`config.mk`:
```
export PLATFORM = sky130hd
export DESIGN_NAME = tre_encoder
export DESIGN_NICKNAME = d
export VERILOG_FILES = /design/src/tre_pkg.sv /design/src/tre_stream_if.sv /design/src/tre_sym_buf.sv /design/src/tre_encoder.sv
export VERILOG_INCLUDE_DIRS = /design/src /design/src/src
export SDC_FILE = /design/constraint.sdc
export NUM_CORES = 1
export LEC_CHECK = 0
export BUFFER_PORTS_ARGS = -buffer_cell sky130_fd_sc_hd__buf_2
export CELL_PAD_IN_SITES_DETAIL_PLACEMENT = 1
export CELL_PAD_IN_SITES_GLOBAL_PLACEMENT = 2
export CORE_ASPECT_RATIO = 0.9
export CORE_MARGIN = 4
export CORE_UTILIZATION = 41
export CTS_BUF_LIST = sky130_fd_sc_hd__clkbuf_8 sky130_fd_sc_hd__clkbuf_16
export DETAILED_ROUTE_END_ITERATION = 16
export PLACE_DENSITY = 0.93
export SLEW_MARGIN = 15
export SYNTH_ARGS = -nofsm -noshare
export SYNTH_HDL_FRONTEND = slang
export SYNTH_SLANG_ARGS = --single-unit
```
`constraint.sdc`:
```
create_clock -name ref_clk -period 3.52 [get_ports ref_clk]
set_input_delay 0 -clock ref_clk [delete_from_list [all_inputs] [get_ports ref_clk]]
set_output_delay 0 -clock ref_clk [all_outputs]
set_load 0.02 [all_outputs]
```
`src/tre_cfg.svh`:
```
`ifndef TRE_CFG_SVH
`define TRE_CFG_SVH

// ----------------------------------------------------------------------
// clock and symbol timing
// ----------------------------------------------------------------------
`define TRE_CLK_HZ        25000000
`define TRE_CLK_PERIOD_NS 40
`define TRE_OSC_HZ        70000
`define TRE_OSC_DIV       (`TRE_CLK_HZ / `TRE_OSC_HZ)
`define TRE_SETTLE_NS     10000
`define TRE_SETTLE_CYC    ((`TRE_SETTLE_NS + `TRE_CLK_PERIOD_NS - 1) / `TRE_CLK_PERIOD_NS)
`define TRE_LAG_MS        150
`define TRE_LAG_CYC       (`TRE_LAG_MS * (`TRE_CLK_HZ / 1000))

// ----------------------------------------------------------------------
// packet layout
// ----------------------------------------------------------------------
`define TRE_ADDR_BITS     10
`define TRE_DATA_BITS     8
`define TRE_SYM_COUNT     18
`define TRE_WORDS         3
`define TRE_BUF_DEPTH     2

// ----------------------------------------------------------------------
// symbol pulse patterns, eight oscillator ticks each, msb first
// ----------------------------------------------------------------------
`define TRE_PAT_LOW       8'h88
`define TRE_PAT_HIGH      8'hEE
`define TRE_PAT_FLOAT     8'h8E
`define TRE_PAT_SYNC      8'hF0

`endif

```
`src/tre_pkg.sv`:
```
package tre_pkg;

    // symbol kinds carried through the buffer
    typedef enum logic [1:0]
    {
        TRE_SYM_LOW   = 2'h0,
        TRE_SYM_HIGH  = 2'h1,
        TRE_SYM_SYNC  = 2'h2,
        TRE_SYM_FLOAT = 2'h3
    } tre_sym_e;

    // encoder sequence, gray along the usual path
    typedef enum logic [2:0]
    {
        TRE_ST_IDLE  = 3'h0,
        TRE_ST_SENSH = 3'h1,
        TRE_ST_SENSL = 3'h3,
        TRE_ST_SEND  = 3'h2,
        TRE_ST_DRAIN = 3'h6
    } tre_state_e;

endpackage

```
`src/tre_stream_if.sv`:
```
`timescale 1ns/100ps
`default_nettype none

// valid/ready symbol stream between encoder parts
interface tre_stream_if;
    logic               valid;
    logic               ready;
    tre_pkg::tre_sym_e  data;

    modport src
    (
        output valid,
        output data,
        input  ready
    );
    modport snk
    (
        input  valid,
        input  data,
        output ready
    );
endinterface

`default_nettype wire

```
`src/tre_sym_buf.sv`:
```
`timescale 1ns/100ps
`default_nettype none

// two-entry symbol buffer; a stalled serialiser back-pressures the sequencer
module tre_sym_buf #(
    parameter int DEPTH = 2
) (
    // clock and reset
    input  wire logic  ref_clk,
    input  wire logic  rst_n,
    // filling side
    tre_stream_if.snk  in_s,
    // draining side
    tre_stream_if.src  out_s
);
    localparam int PW = (DEPTH > 1) ? $clog2(DEPTH) : 1;

    tre_pkg::tre_sym_e  mem_q [DEPTH];
    tre_pkg::tre_sym_e  mem_d [DEPTH];
    logic [PW-1:0]      wr_q, wr_d, rd_q, rd_d;
    logic [PW:0]        cnt_q, cnt_d;
    logic               push, pop;

    // ----------------------------------------------------------------------
    // handshakes and pointers
    // ----------------------------------------------------------------------
    assign in_s.ready  = (cnt_q != (PW+1)'(DEPTH));
    assign out_s.valid = (cnt_q != '0);
    assign out_s.data  = mem_q[rd_q];
    assign push        = in_s.valid && in_s.ready;
    assign pop         = out_s.valid && out_s.ready;

    always_comb
    begin
        mem_d = mem_q;
        wr_d  = wr_q;
        rd_d  = rd_q;
        cnt_d = cnt_q;
        if (push)
        begin
            mem_d[wr_q] = in_s.data;
            wr_d = (wr_q == PW'(DEPTH-1)) ? '0 : wr_q + 1'b1;
        end
        if (pop)
            rd_d = (rd_q == PW'(DEPTH-1)) ? '0 : rd_q + 1'b1;
        // simultaneous push and pop leaves the fill level unchanged
        cnt_d = cnt_q + (PW+1)'(push) - (PW+1)'(pop);
    end

    always_ff @(posedge ref_clk)
    begin
        if (!rst_n)
        begin
            wr_q  <= '0;
            rd_q  <= '0;
            cnt_q <= '0;
            for (int i = 0; i < DEPTH; i++)
                mem_q[i] <= tre_pkg::TRE_SYM_LOW;
        end
        else
        begin
            wr_q  <= wr_d;
            rd_q  <= rd_d;
            cnt_q <= cnt_d;
            mem_q <= mem_d;
        end
    end
endmodule

`default_nettype wire

```
`src/tre_encoder.sv`:
```
// What this block does
// - trigger high starts three-packet cycle
// - cycles repeat while trigger stays high
// - trigger low: finish cycle, then stop
// - order: address 0..9, then data 0..7
// - each line sensed high, low or floating
// - data lines captured when trigger rises
// - lines resampled at each cycle start
// - data change appears within 150 ms
// - ten tri-state address lines, 59049 codes
// - one serial stream drives radio keying
// - symbol timing from 70 kHz oscillator
// - serial output high about a quarter to three quarters of time, by line levels
`timescale 1ns/100ps
`default_nettype none
`include "tre_cfg.svh"

module tre_encoder #(
    parameter int LAG_CYC = `TRE_LAG_CYC
) (
    // clock and reset
    input  wire logic                      ref_clk,
    input  wire logic                      rst_n,
    // trigger and tri-state line pins
    input  wire logic                      transmit_trigger_line,
    input  wire logic [`TRE_ADDR_BITS-1:0] pairing_code_inputs,
    input  wire logic [`TRE_DATA_BITS-1:0] payload_inputs,
    // weak bias applied to all lines while sensing
    output logic                           sense_bias,
    // keying output to the radio stage
    output logic                           serial_mod_out
);
    localparam int NS = `TRE_SYM_COUNT;
    localparam int NL = `TRE_ADDR_BITS + `TRE_DATA_BITS;

    // ----------------------------------------------------------------------
    // pin synchronisers
    // ----------------------------------------------------------------------
    logic [NL:0] meta_q, sync_q;
    logic        trig_s;
    logic [NL-1:0] lines_s;

    // data lines follow address lines so bit index equals symbol index
    always_ff @(posedge ref_clk)
    begin
        if (!rst_n)
        begin
            meta_q <= '0;
            sync_q <= '0;
        end
        else
        begin
            meta_q <= {transmit_trigger_line, payload_inputs, pairing_code_inputs};
            sync_q <= meta_q;
        end
    end
    assign trig_s  = sync_q[NL];
    assign lines_s = sync_q[NL-1:0];

    // ----------------------------------------------------------------------
    // oscillator tick divider
    // ----------------------------------------------------------------------
    logic [8:0] div_q, div_d;
    logic       tick;

    // one enable pulse per oscillator period
    always_comb
    begin
        tick  = (div_q == 9'(`TRE_OSC_DIV - 1));
        div_d = tick ? 9'h000 : div_q + 9'h001;
    end
    always_ff @(posedge ref_clk)
    begin
        if (!rst_n)
            div_q <= 9'h000;
        else
            div_q <= div_d;
    end

    // ----------------------------------------------------------------------
    // sequencer: sense lines, emit symbols, count words
    // ----------------------------------------------------------------------
    tre_stream_if push_if ();
    tre_stream_if pop_if ();

    tre_pkg::tre_state_e            st_q, st_d;
    logic [7:0]                     wait_q, wait_d;
    logic [NL-1:0]                  hi_q, hi_d;
    tre_pkg::tre_sym_e [NS-1:0]     sym_q, sym_d;
    logic [4:0]                     idx_q, idx_d;
    logic [1:0]                     word_q, word_d;
    logic                           bias_q, bias_d;
    logic                           last_push;
    logic                           ser_idle;

    assign push_if.valid = (st_q == tre_pkg::TRE_ST_SEND);
    assign push_if.data  = (idx_q == 5'(NS)) ? tre_pkg::TRE_SYM_SYNC : sym_q[idx_q];
    assign last_push     = push_if.valid && push_if.ready && (idx_q == 5'(NS))
                           && (word_q == 2'(`TRE_WORDS - 1));

    // bias high then low: a line that follows the bias is floating
    always_comb
    begin
        st_d   = st_q;
        wait_d = wait_q;
        hi_d   = hi_q;
        sym_d  = sym_q;
        idx_d  = idx_q;
        word_d = word_q;
        bias_d = bias_q;
        unique case (st_q)
            tre_pkg::TRE_ST_IDLE:
            begin
                if (trig_s)
                begin
                    st_d   = tre_pkg::TRE_ST_SENSH;
                    bias_d = 1'b1;
                    wait_d = '0;
                end
            end
            tre_pkg::TRE_ST_SENSH:
            begin
                wait_d = wait_q + 8'h01;
                if (wait_q == 8'(`TRE_SETTLE_CYC - 1))
                begin
                    hi_d   = lines_s;
                    bias_d = 1'b0;
                    wait_d = '0;
                    st_d   = tre_pkg::TRE_ST_SENSL;
                end
            end
            tre_pkg::TRE_ST_SENSL:
            begin
                wait_d = wait_q + 8'h01;
                if (wait_q == 8'(`TRE_SETTLE_CYC - 1))
                begin
                    // three-way classification per line
                    for (int i = 0; i < NL; i++)
                    begin
                        if (hi_q[i] != lines_s[i])
                            sym_d[i] = tre_pkg::TRE_SYM_FLOAT;
                        else if (lines_s[i])
                            sym_d[i] = tre_pkg::TRE_SYM_HIGH;
                        else
                            sym_d[i] = tre_pkg::TRE_SYM_LOW;
                    end
                    idx_d  = '0;
                    word_d = '0;
                    st_d   = tre_pkg::TRE_ST_SEND;
                end
            end
            tre_pkg::TRE_ST_SEND:
            begin
                if (push_if.ready)
                begin
                    if (idx_q != 5'(NS))
                        idx_d = idx_q + 5'h01;
                    else
                    begin
                        idx_d  = '0;
                        word_d = word_q + 2'h1;
                        if (last_push)
                        begin
                            // resample at once, while the buffer still drains
                            st_d   = trig_s ? tre_pkg::TRE_ST_SENSH
                                            : tre_pkg::TRE_ST_DRAIN;
                            bias_d = trig_s;
                            wait_d = '0;
                        end
                    end
                end
            end
            tre_pkg::TRE_ST_DRAIN:
            begin
                if (ser_idle)
                    st_d = tre_pkg::TRE_ST_IDLE;
            end
            default:
                st_d = tre_pkg::TRE_ST_IDLE;
        endcase
    end

    always_ff @(posedge ref_clk)
    begin
        if (!rst_n)
        begin
            st_q   <= tre_pkg::TRE_ST_IDLE;
            wait_q <= 8'h00;
            hi_q   <= '0;
            sym_q  <= '{default: tre_pkg::TRE_SYM_LOW};
            idx_q  <= 5'h00;
            word_q <= 2'h0;
            bias_q <= 1'b0;
        end
        else
        begin
            st_q   <= st_d;
            wait_q <= wait_d;
            hi_q   <= hi_d;
            sym_q  <= sym_d;
            idx_q  <= idx_d;
            word_q <= word_d;
            bias_q <= bias_d;
        end
    end
    assign sense_bias = bias_q;

    // ----------------------------------------------------------------------
    // symbol buffer
    // ----------------------------------------------------------------------
    tre_sym_buf #(
        .DEPTH (`TRE_BUF_DEPTH)
    ) u_buf (
        .ref_clk (ref_clk),
        .rst_n   (rst_n),
        .in_s    (push_if.snk),
        .out_s   (pop_if.src)
    );

    // ----------------------------------------------------------------------
    // serialiser: eight ticks per symbol
    // ----------------------------------------------------------------------
    logic [7:0] shr_q, shr_d;
    logic [2:0] bit_q, bit_d;
    logic       busy_q, busy_d;
    logic [7:0] pat;

    // low pattern a quarter high, high three quarters, float and sync exactly half
    always_comb
    begin
        unique case (pop_if.data)
            tre_pkg::TRE_SYM_LOW:   pat = `TRE_PAT_LOW;
            tre_pkg::TRE_SYM_HIGH:  pat = `TRE_PAT_HIGH;
            tre_pkg::TRE_SYM_FLOAT: pat = `TRE_PAT_FLOAT;
            tre_pkg::TRE_SYM_SYNC:  pat = `TRE_PAT_SYNC;
        endcase
    end

    assign pop_if.ready = tick && (!busy_q || bit_q == 3'h0);
    assign ser_idle     = !busy_q && !pop_if.valid;

    // register cleared while idle so the keying output rests low
    always_comb
    begin
        shr_d  = shr_q;
        bit_d  = bit_q;
        busy_d = busy_q;
        if (tick)
        begin
            if (busy_q && bit_q != 3'h0)
            begin
                shr_d = {shr_q[6:0], 1'b0};
                bit_d = bit_q - 3'h1;
            end
            else if (pop_if.valid)
            begin
                shr_d  = pat;
                bit_d  = 3'h7;
                busy_d = 1'b1;
            end
            else
            begin
                shr_d  = 8'h00;
                busy_d = 1'b0;
            end
        end
    end

    always_ff @(posedge ref_clk)
    begin
        if (!rst_n)
        begin
            shr_q  <= 8'h00;
            bit_q  <= 3'h0;
            busy_q <= 1'b0;
        end
        else
        begin
            shr_q  <= shr_d;
            bit_q  <= bit_d;
            busy_q <= busy_d;
        end
    end
    assign serial_mod_out = shr_q[7];

    // ----------------------------------------------------------------------
    // checks
    // ----------------------------------------------------------------------
    logic [22:0] lag_q;
    always_ff @(posedge ref_clk)
    begin
        if (!rst_n || st_q == tre_pkg::TRE_ST_SENSL)
            lag_q <= 23'h000000;
        else if (st_q != tre_pkg::TRE_ST_IDLE && lag_q != 23'h7FFFFF)
            lag_q <= lag_q + 23'h000001;
    end
endmodule

`default_nettype wire

```
==> flow_metrics.py, run 1 <==
metrics = {
    "run_status": {
        "outcome": "completed",
    },
    "sta": {
        "worst_slew_margin_rel": 0.425,
        "period_share": 0.675,
        "finalHoldViolCount": 0,
        "clock-skew-final_ns": 0.00930,
        "worstMarginPinSlew_ns": 0.861,
        "whs_ns": 0.192,
        "setup_violations": 0,
        "rsz0062_at_grt": "no",
        "layout_min_cycle_time_ns": 2.38,
        "max_freq_mhz": 421,
        "fin_setup_tns_ns": 0,
        "slew_violations": 0,
        "layout_setup_ws_ns": 1.14,
    },
    "worst_setup_path": {
        "critPathTopFamily": "simple AND/OR/NAND/NOR gates",
        "crit_required_ns": 3.84,
        "ff2ff_path_depth": 5,
        "critPathMaxFanout": 18,
        "critical_path_arrival_ns": 2.70,
        "path_cells": "nand4_1 > nor3_1 > and2_1 > nand2_1 > a21oi_1",
        "slowest_stage": "and2_1",
        "end_kind": "flop",
        "crit_buf_inv": 0,
        "cp-start-kind": "flop",
        "crit_cells": 5,
        "crit_type": "flop to flop",
        "cpPeakStageDelay_ns": 0.71,
    },
    "logic_synthesis": {
        "ys.warnings.count": 0,
        "synth_cells": 671,
        "seq_area_frac_synth": 0.475,
        "syn_nets": 723,
        "synth_top_area_frac": 0.475,
        "syn-cell-area_mm2": 0.00586,
        "synth.area.top_cells": "dfxtp_1 (47%), ha_1 (6.6%), nand2_1 (6.2%)",
        "synth_async_sr_flop_share": 0,
        "ys_seq_elements": 139,
        "yosysUniqueCellTypes": 52,
        "synth_top_area_cell": "dfxtp_1",
        "synth_edf_count": 0,
        "syn_area_per_cell_um2": 8.73,
        "synth_ff_type": "dfxtp_1",
    },
    "cells_and_area": {
        "syn_to_final_growth_pct": 17.9,
        "antenna_cells": 0,
        "fin_area_mm2": 0.00691,
        "drive_above_1_share": 0.0965,
        "final_common_cell": "dfxtp_1",
        "nNetsFinal": 754,
        "final_cell_mix": "dfxtp_1 (139), nand2_1 (97), a21oi_1 (61)",
    },
    "placed_design": {
        "dp_hpwl_mm": 8.41,
        "dp_slack_ns": 1.17,
        "gp_congestion": 0.781,
        "io_buffers": 22,
        "place_area_mm2": 0.00611,
    },
    "route": {
        "drtIter0Drc": 131,
        "drcViolationCount": 0,
        "routedWlPerCell_um": 14.9,
        "m1WireLength_mm": 6.13,
        "route.met2.wl_mm": 6.73,
        "vias": 4629,
        "routed.top_layer": "met4",
        "wirelength_mm": 13.5,
        "ant_nets": 0,
        "viasPerCell": 5.10,
        "drt-pass1-iter-count": 6,
        "wl_met3_um": 341,
    },
    "floorplan": {
        "die_h_um": 121,
        "core-area_mm2": 0.0140,
        "die_area_mm2": 0.0163,
        "chipWidth_um": 134,
        "initial_core_util": 0.418,
        "ioPinCount": 23,
        "row_count": 41,
    },
    "min_path": {
        "hp-class": "input pin to flop",
        "min_path_cells": 3,
    },
    "grt": {
        "grt_pass1_wl_mm": 23.4,
        "gr-usage-all-layers": 0.180,
        "first_global_vias": 4904,
        "grt_overflow": 0,
        "grt_max_degree": 54,
        "antenna_found_initial": 0,
    },
    "clocking": {
        "path_clk_slew_ns": 0.06,
        "clkLatencyLatePin_ns": 0.42,
        "cts.sinks": 139,
        "cts_setup_buffers": 0,
        "cts-htree-levels": 4,
        "tritoncts": "built",
        "clockBufferDepth": 2,
        "clock-root-buffer": "clkbuf_16",
        "cts_made_buffers": 17,
    },
    "power": {
        "irDropWorstVdd_v": 0.000305,
        "p_total_mw": 3.56,
        "leakage_nw": 2.49,
        "power_density_mw_per_mm2": 515,
    },
    "run": {
        "max-cap-violations": 0,
    },
}
-- state kept, by name, summed over array words and instances, names as in the netlist --
name and count:
busy_q 1, sym_q 36, sync_q 19, wait_q 8, u_buf.rd_q 1, word_q 2
idx_q 5, sense_bias 1, u_buf.wr_q 1, meta_q 19, div_q 9, u_buf.cnt_q 2
st_q 3, u_buf.mem_q 4, hi_q 18, bit_q 3, shr_q 7
-- layout make-up --
| type | instances | area [µm²] |
|---|---|---|
| Fill cell | 1602 | 7100 |
| Clock inverter | 14 | 171 |
| Sequential cell | 139 | 2780 |
| Clock buffer | 18 | 439 |
| Multi-Input combinational cell | 445 | 2730 |
| Tap cell | 193 | 241 |
| Inverter | 52 | 195 |
| Timing Repair Buffer | 47 | 345 |
-- where the power goes --
| part | total, mW | switching [mW] | internal (mW) |
|---|---|---|---|
| combinational | 0.116 | 0.0625 | 0.0530 |
| sequential | 1.62 | 0.0161 | 1.60 |
| clock | 1.82 | 0.688 | 1.14 |
| total | 3.56 | 0.767 | 2.79 |
-- worst register-to-register path, stage by stage, from the launching register on --
cell     delay (ns)
dfxtp_1        0.40
nand4_1        0.33
nor3_1         0.33
and2_1         0.71
nand2_1        0.21
a21oi_1        0.29
-- per-layer routing --
layer,global-route usage,up-vias
met4,0.0719,0
met2,0.315,45
li1,-,2307
met3,0.0452,23
met5,0,-
met1,0.210,2254
-- cell families (layout without fill, tap and decap cells) --
group / Yosys count / after routing / share of synthesized area
simple gates: 258 / 258 / 0.212
flops: 139 / 139 / 0.475
compound gates: 125 / 125 / 0.131
buf+inv: 87 / 131 / 0.0604
fa+ha+maj: 31 / 31 / 0.0662
mux: 20 / 20 / 0.0386
xor+xnor: 11 / 11 / 0.0164
-- cell usage after synthesis (all sizes together), types with 4 or more instances --
master,n
nand2b,6
buf,15
clkbuf,20
ha,31
a211oi,20
nand3,13
inv,52
nor4,4
nor2,60
dfxtp,139
or3,4
and2,42
nor2b,7
a22oi,4
xnor2,7
nand2,97
a21oi,61
o21ai,19
and3,5
nor3,6
mux2i,17
xor2,4
-- stage by stage --
stage | std cells | util
finish | 908 | 0.493
global route | 908 | 0.493
CTS | 908 | 0.493
detailed placement | 857 | 0.436
global placement | 857 | 0.436
floorplan | 671 | -
-- what timing repair did --
| item | in CTS | in global routing |
|---|---|---|
| hold endpoints to repair | 19 | 0 |
| hold buffers | 19 | 0 |
| resized for setup | 0 | 0 |
-- worst paths after layout --
path	start	end	slack [ns]
worst max-delay path	wait_q[5]	hi_q[5]	1.14
worst min-delay path	rst_n	hi_q[0]	0.19
worst max register to register	wait_q[5]	hi_q[5]	1.14
worst min register to register	meta_q[16]	sync_q[16]	0.43
(Power assumes the default switching activity.)
==> inputs of run 2 (changes only) <==
CORE_UTILIZATION = 34   (was 41)
PLACE_DENSITY = 0.83   (was 0.93)
clock period = 2 ns   (was 3.52 ns; I/O delays follow)
==> run 2 against run 1 <==
Net effect:
- fmax rose by 23%
- combinational power rose by 100%
- largest power group unchanged
- global-route usage fell by 3.1 points
- die area rose by 19%
- first-iteration DRC count rose by 24%
- worst setup slack got worse by 1.1 ns
- register-to-register slack got worse by 1.1 ns
- cell area rose by 5.5%
- power rose by 72%
- cell count rose by 5.8%
- via count rose by 1.7%
==> flow_metrics.py, run 2 (synthesis gave the netlist of run 1 again) <==
metrics = {
    "grt": {
        "grt_overflow": 0,
        "grt_pass1_wl_mm": 23.6,
        "gr-usage-all-layers": 0.149,
        "first_global_vias": 5052,
        "antenna_found_initial": 0,
        "grt_max_degree": 54,
    },
    "cells_and_area": {
        "syn_to_final_growth_pct": 24.4,
        "top_regs": "sym_q (36), meta_q (19), sync_q (19)",
        "regMostFlops": "sym_q",
        "antenna_cells": 0,
        "largest_register_ffs": 36,
        "final_common_cell": "dfxtp_1",
        "drive_above_1_share": 0.167,
        "final_cell_mix": "dfxtp_1 (132), nand2_1 (97), a21oi_1 (60)",
        "nNetsFinal": 789,
        "utilization": 0.432,
    },
    "clocking": {
        "clockBufferDepth": 2,
        "cts_made_buffers": 17,
        "clkLatencyLatePin_ns": 0.43,
        "tritoncts": "built",
        "path_clk_slew_ns": 0.07,
        "clock-root-buffer": "clkbuf_16",
        "cts.sinks": 139,
        "cts-htree-levels": 4,
    },
    "worst_setup_path": {
        "crit_type": "flop to flop",
        "ff2ff_path_depth": 12,
        "r2r-start": "bit_q[0]",
        "crit_required_ns": 2.30,
        "cp-start-kind": "flop",
        "crit_buf_inv": 2,
        "crit_top_cell": "ha_4",
        "critPathMaxFanout": 2,
        "critical_path_arrival_ns": 2.23,
        "cpPeakStageDelay_ns": 0.34,
        "path_cells": "inv_2 > ha_4 > ha_4 > nand2b_4 > o21ai_4 > nor2_2 > ha_1 > inv_1 > ha_2 > xor2_1 > xnor2_1 > nor2_1",
        "rrSetupSlack_ns": 0.07,
        "critPathTopFamily": "adder cells",
        "end_kind": "flop",
        "slowest_stage": "dfxtp_2",
        "r2r-end": "u_buf.cnt_q[1]",
    },
    "placed_design": {
        "gp_congestion": 0.757,
        "io_buffers": 22,
        "dp_hpwl_mm": 9.21,
    },
    "power": {
        "power_density_mw_per_mm2": 840,
        "p_switching_mw": 1.54,
        "switching_share": 0.251,
        "clkPwrFrac": 0.499,
        "p_total_mw": 6.12,
        "p_int_mw": 4.58,
        "leakage_nw": 2.67,
        "irDropWorstVdd_v": 0.000545,
        "seqPwrFrac": 0.463,
        "combinationalPowerShare": 0.038,
    },
    "floorplan": {
        "core-area_mm2": 0.0169,
        "ioPinCount": 23,
        "chipWidth_um": 146,
        "row_count": 45,
        "initial_core_util": 0.347,
        "die_h_um": 133,
        "die_area_mm2": 0.0194,
    },
    "sta": {
        "slew_violations": 0,
        "worstMarginPinSlew_ns": 0.562,
        "finalHoldViolCount": 0,
        "layout_min_cycle_time_ns": 1.93,
        "worst_slew_margin_rel": 0.626,
        "whs_ns": 0.307,
        "max_freq_mhz": 517,
        "clock-skew-final_ns": 0.0114,
        "rsz0062_at_grt": "yes",
        "period_share": 0.966,
        "setup_violations": 0,
    },
    "route": {
        "drt-pass1-iter-count": 4,
        "drcViolationCount": 0,
        "vias": 4707,
        "routedWlPerCell_um": 14.2,
        "drtIter0Drc": 163,
        "wirelength_mm": 13.6,
        "ant_nets": 0,
        "viasPerCell": 4.90,
    },
    "min_path": {
        "min_from": "payload_inputs[2]",
        "min_path_cells": 3,
        "hp-class": "input pin to flop",
        "whs_endpoint": "meta_q[12]",
    },
    "run_status": {
        "outcome": "completed",
    },
    "run": {
        "max-cap-violations": 0,
    },
}
==> run 2: changes by cell type in the layout (fill, tap and decap cells not counted), sizes merged <==
cell,delta
clkbuf,-1
clkinv,+1
inv,+3
bufinv,-3
buf,+34
dlygate4sd3,+1
==> run 2: power by group through the flow <==
stage | combinational, mW | clock (mW) | sequential (mW)
after floorplan | 0.123 | 0 | 2.89
after global placement | 0.191 | 0 | 2.89
after detailed placement | 0.199 | 0 | 2.90
after CTS | 0.231 | 3.15 | 2.83
after global routing | 0.267 | 3.28 | 2.84
final | 0.233 | 3.05 | 2.84
==> run 2: timing repair <==
item / CTS / global route
setup buffers: 3 / 4
hold buffers: 20 / 0
resized for setup: 5 / 27
pin swaps: 3 / 8
hold endpoints to repair: 23 / 0
endpoints found under the setup margin: 2 / 39
==> run 2: through the flow <==
stage	instance area, µm²	setup TNS, ns	cells	worst slack, ns
2_1_floorplan	5870	0	671	0.00568
3_3_place_gp	6360	-0.0131	902	-0.0131
3_5_place_dp	6360	-0.103	902	-0.0858
4_1_cts	7180	-0.0198	957	-0.0198
5_1_grt	7290	-0.0684	961	-0.0536
6_report	7290	0	961	0.0671
==> run 2: layout make-up <==
| class | count | area [µm²] |
|---|---|---|
| Fill cell | 1949 | 9600 |
| Multi-Input combinational cell | 445 | 2820 |
| Sequential cell | 139 | 2790 |
| Timing Repair Buffer | 82 | 639 |
| Clock buffer | 17 | 425 |
| Tap cell | 211 | 264 |
| Inverter | 52 | 195 |
| Clock inverter | 15 | 155 |
==> run 2: worst max-delay path by stage <==
stage / startpoint / endpoint / slack [ns] / cells past startpoint
6_report: bit_q[0] / u_buf.cnt_q[1] / 0.07 / 12
4_1_cts: wait_q[0] / wait_q[4] / -0.02 / 6
2_1_floorplan: div_q[2] / u_buf.cnt_q[1] / 0.006 / 9
5_1_grt: bit_q[0] / u_buf.cnt_q[1] / -0.05 / 12
3_5_place_dp: bit_q[0] / u_buf.cnt_q[1] / -0.09 / 12
3_3_place_gp: bit_q[0] / u_buf.cnt_q[1] / -0.01 / 12
==> run 2: metal layers <==
| layer | global-route usage | vias to the layer above | wire, µm |
|---|---|---|---|
| met5 | 0 | - | 0 |
| met4 | 0.0543 | 0 | 175 |
| met3 | 0.0462 | 17 | 402 |
| met2 | 0.253 | 44 | 6810 |
| met1 | 0.177 | 2270 | 6230 |
| li1 | - | 2376 | - |
==> run 2: tightest hold or removal path: stages <==
cell and delay, ns:
dlygate4sd3_1 0.51, buf_2 0.09, and2_1 0.10
==> inputs of run 3 (changes only) <==
ABC_AREA = 1   (was unset)
CORE_UTILIZATION = 33   (was 34)
PLACE_DENSITY = 0.84   (was 0.83)
==> run 3 against run 2 <==
Net effect:
- hold slack lost 0.019 ns
- largest power group unchanged
- area after synthesis increased by 3.9%
- critical endpoint unchanged
- clock power rose by 3%
- synthesized cell count increased by 20%
- combinational power grew to 2.5 times the previous value
- flip-flop and latch count did not move
- core utilization shrank 1.7 points
==> flow_metrics.py, run 3 <==
metrics = {
    "floorplan": {
        "initial_core_util": 0.340,
        "die_h_um": 137,
        "core-area_mm2": 0.0179,
        "chipWidth_um": 151,
        "ioPinCount": 23,
        "die_area_mm2": 0.0207,
        "row_count": 46,
    },
    "route": {
        "drt-pass1-iter-count": 4,
        "drcViolationCount": 0,
        "drtIter0Drc": 253,
        "viasPerCell": 4.62,
        "wirelength_mm": 14.4,
        "vias": 5131,
        "ant_nets": 0,
        "routedWlPerCell_um": 12.9,
    },
    "worst_setup_path": {
        "path_cells": "inv_1 > ha_2 > ha_4 > nor2_4 > nor2_2 > nand2_2 > inv_2 > ha_1 > inv_1 > ha_2 > xor2_2 > o21ai_1 > a21oi_1",
        "cp-startpoint": "bit_q[0]",
        "cp-start-kind": "flop",
        "slowest_stage": "dfxtp_2",
        "critical_path_arrival_ns": 2.30,
        "r2r-start": "bit_q[0]",
        "end_kind": "flop",
        "crit_required_ns": 2.36,
        "cpPeakStageDelay_ns": 0.33,
        "crit_type": "flop to flop",
        "critPathTopFamily": "adder cells",
        "crit_buf_inv": 3,
        "critPathMaxFanout": 2,
    },
    "logic_synthesis": {
        "synth_ff_type": "dfxtp_1",
        "syn_nets": 855,
        "synth_top_family_by_area": "simple AND/OR/NAND/NOR gates",
        "synth_cells": 803,
        "synth_async_sr_flop_share": 0,
        "synth_top_area_frac": 0.457,
        "syn-cell-area_mm2": 0.00609,
        "syn_area_per_cell_um2": 7.59,
        "synth_top_area_cell": "dfxtp_1",
        "synth_edf_count": 0,
        "yosys.area_share.simple": 0.217,
        "synth_compound_area_frac": 0.136,
        "ys.warnings.count": 0,
        "synthMostInstantiatedCell": "nand2_1",
        "ys_seq_elements": 139,
        "synthAdderAreaFrac": 0.0637,
        "synth_commonest_cells": "nand2_1 (164), inv_1 (146), dfxtp_1 (139), a21oi_1 (79), o21ai_0 (53)",
        "synth_mux_area_frac": 0.00164,
        "synth.area.top_cells": "dfxtp_1 (46%), nand2_1 (10%), inv_1 (9.0%)",
        "synth_xor_area_frac": 0.00431,
        "seq_area_frac_synth": 0.457,
        "yosysUniqueCellTypes": 45,
    },
    "sta": {
        "rsz0062_at_grt": "yes",
        "setup_violations": 0,
        "whs_ns": 0.288,
        "layout_setup_ws_ns": 0.0591,
        "clock-skew-final_ns": 0.00919,
        "finalHoldViolCount": 0,
        "slew_violations": 0,
        "period_share": 0.970,
        "max_freq_mhz": 515,
        "layout_min_cycle_time_ns": 1.94,
        "worst_slew_margin_rel": 0.678,
        "worstMarginPinSlew_ns": 0.480,
        "fin_setup_tns_ns": 0,
    },
    "cells_and_area": {
        "syn_to_final_growth_pct": 21.8,
        "final_common_cell": "nand2_1",
        "nNetsFinal": 910,
        "largest_register_ffs": 36,
        "top_regs": "sym_q (36), meta_q (19), sync_q (19)",
        "regMostFlops": "sym_q",
        "antenna_cells": 0,
        "final_cell_mix": "nand2_1 (162), inv_1 (145), dfxtp_1 (136)",
        "drive_above_1_share": 0.139,
    },
    "clocking": {
        "cts.sinks": 139,
        "path_clk_slew_ns": 0.07,
        "clkLatencyLatePin_ns": 0.43,
        "cts-htree-levels": 4,
        "clock-root-buffer": "clkbuf_16",
        "clockBufferDepth": 2,
        "cts_made_buffers": 17,
        "tritoncts": "built",
    },
    "min_path": {
        "hp-class": "input pin to flop",
        "min_from": "payload_inputs[0]",
    },
    "placed_design": {
        "dp_hpwl_mm": 9.29,
        "gp_congestion": 0.753,
        "io_buffers": 22,
        "dp_slack_ns": -0.0464,
    },
    "grt": {
        "grt_max_degree": 98,
        "grt_overflow": 0,
        "first_global_vias": 5244,
        "antenna_found_initial": 0,
        "gr-usage-all-layers": 0.152,
        "grt_pass1_wl_mm": 25.0,
    },
    "power": {
        "leakage_nw": 3.26,
        "p_total_mw": 6.62,
        "irDropWorstVdd_v": 0.000621,
        "power_density_mw_per_mm2": 893,
    },
    "run": {
        "max-cap-violations": 0,
    },
    "run_status": {
        "outcome": "completed",
    },
}
==> run 3: power breakdown <==
part | switching [mW] | internal [mW]
clock network | 1.30 | 1.84
registers | 0.0364 | 2.85
logic | 0.380 | 0.214
==> run 3: kinds of logic (layout without fill, tap and decap cells) <==
| kind of cell | Yosys count | count (layout) |
|---|---|---|
| simple gates | 291 | 291 |
| buf+inv | 183 | 251 |
| compound gates | 155 | 155 |
| flops | 139 | 139 |
| fa+ha+maj | 31 | 31 |
| xor+xnor | 3 | 3 |
| mux | 1 | 1 |
==> run 3: metal layers <==
| layer | global-route usage | part of all wire | vias up | routed length (µm) |
|---|---|---|---|---|
| met5 | 0 | 0 | - | 0 |
| met3 | 0.0351 | 0.024 | 16 | 349 |
| met4 | 0.0514 | 0.013 | 0 | 185 |
| li1 | - | - | 2641 | - |
| met1 | 0.196 | 0.50 | 2428 | 7150 |
| met2 | 0.251 | 0.46 | 46 | 6670 |
==> run 3: area by class of cell <==
class	instances	area, µm²
Sequential cell	139	2790
Multi-Input combinational cell	481	2620
Timing Repair Buffer	67	536
Inverter	152	581
Clock buffer	20	467
Tap cell	240	300
Clock inverter	12	125
Fill cell	2166	10500
==> run 3: worst reg2reg max path, stage by stage (launching register included) <==
cell and delay, ns:
dfxtp_2 0.33, inv_1 0.04, ha_2 0.19, ha_4 0.16, nor2_4 0.09, nor2_2 0.05
nand2_2 0.10, inv_2 0.04, ha_1 0.28, inv_1 0.06, ha_2 0.18, xor2_2 0.16
o21ai_1 0.08, a21oi_1 0.12
==> run 3: timing repair <==
item	4_1_cts	5_1_grt
pin swaps	2	3
endpoints found under the hold margin	24	0
resized for setup	2	13
buffers inserted	1	2
hold buffers	20	0
endpoints found under the setup margin	1	11
==> run 3: final timing paths <==
check,cells after the start,slack [ns],endpoint
setup / recovery,13,0.06,u_buf.cnt_q[1]
setup reg to reg,13,0.06,u_buf.cnt_q[1]
hold reg to reg,2,0.41,sync_q[17]
hold / removal,4,0.29,meta_q[10]
==> run 3: metrics by stage <==
stage / std cells / util / area (µm²)
finish: 1111 / 0.414 / 7420
global route: 1111 / 0.414 / 7420
CTS: 1109 / 0.411 / 7360
detailed placement: 1056 / 0.366 / 6560
global placement: 1056 / 0.366 / 6560
floorplan: 803 / - / 6100
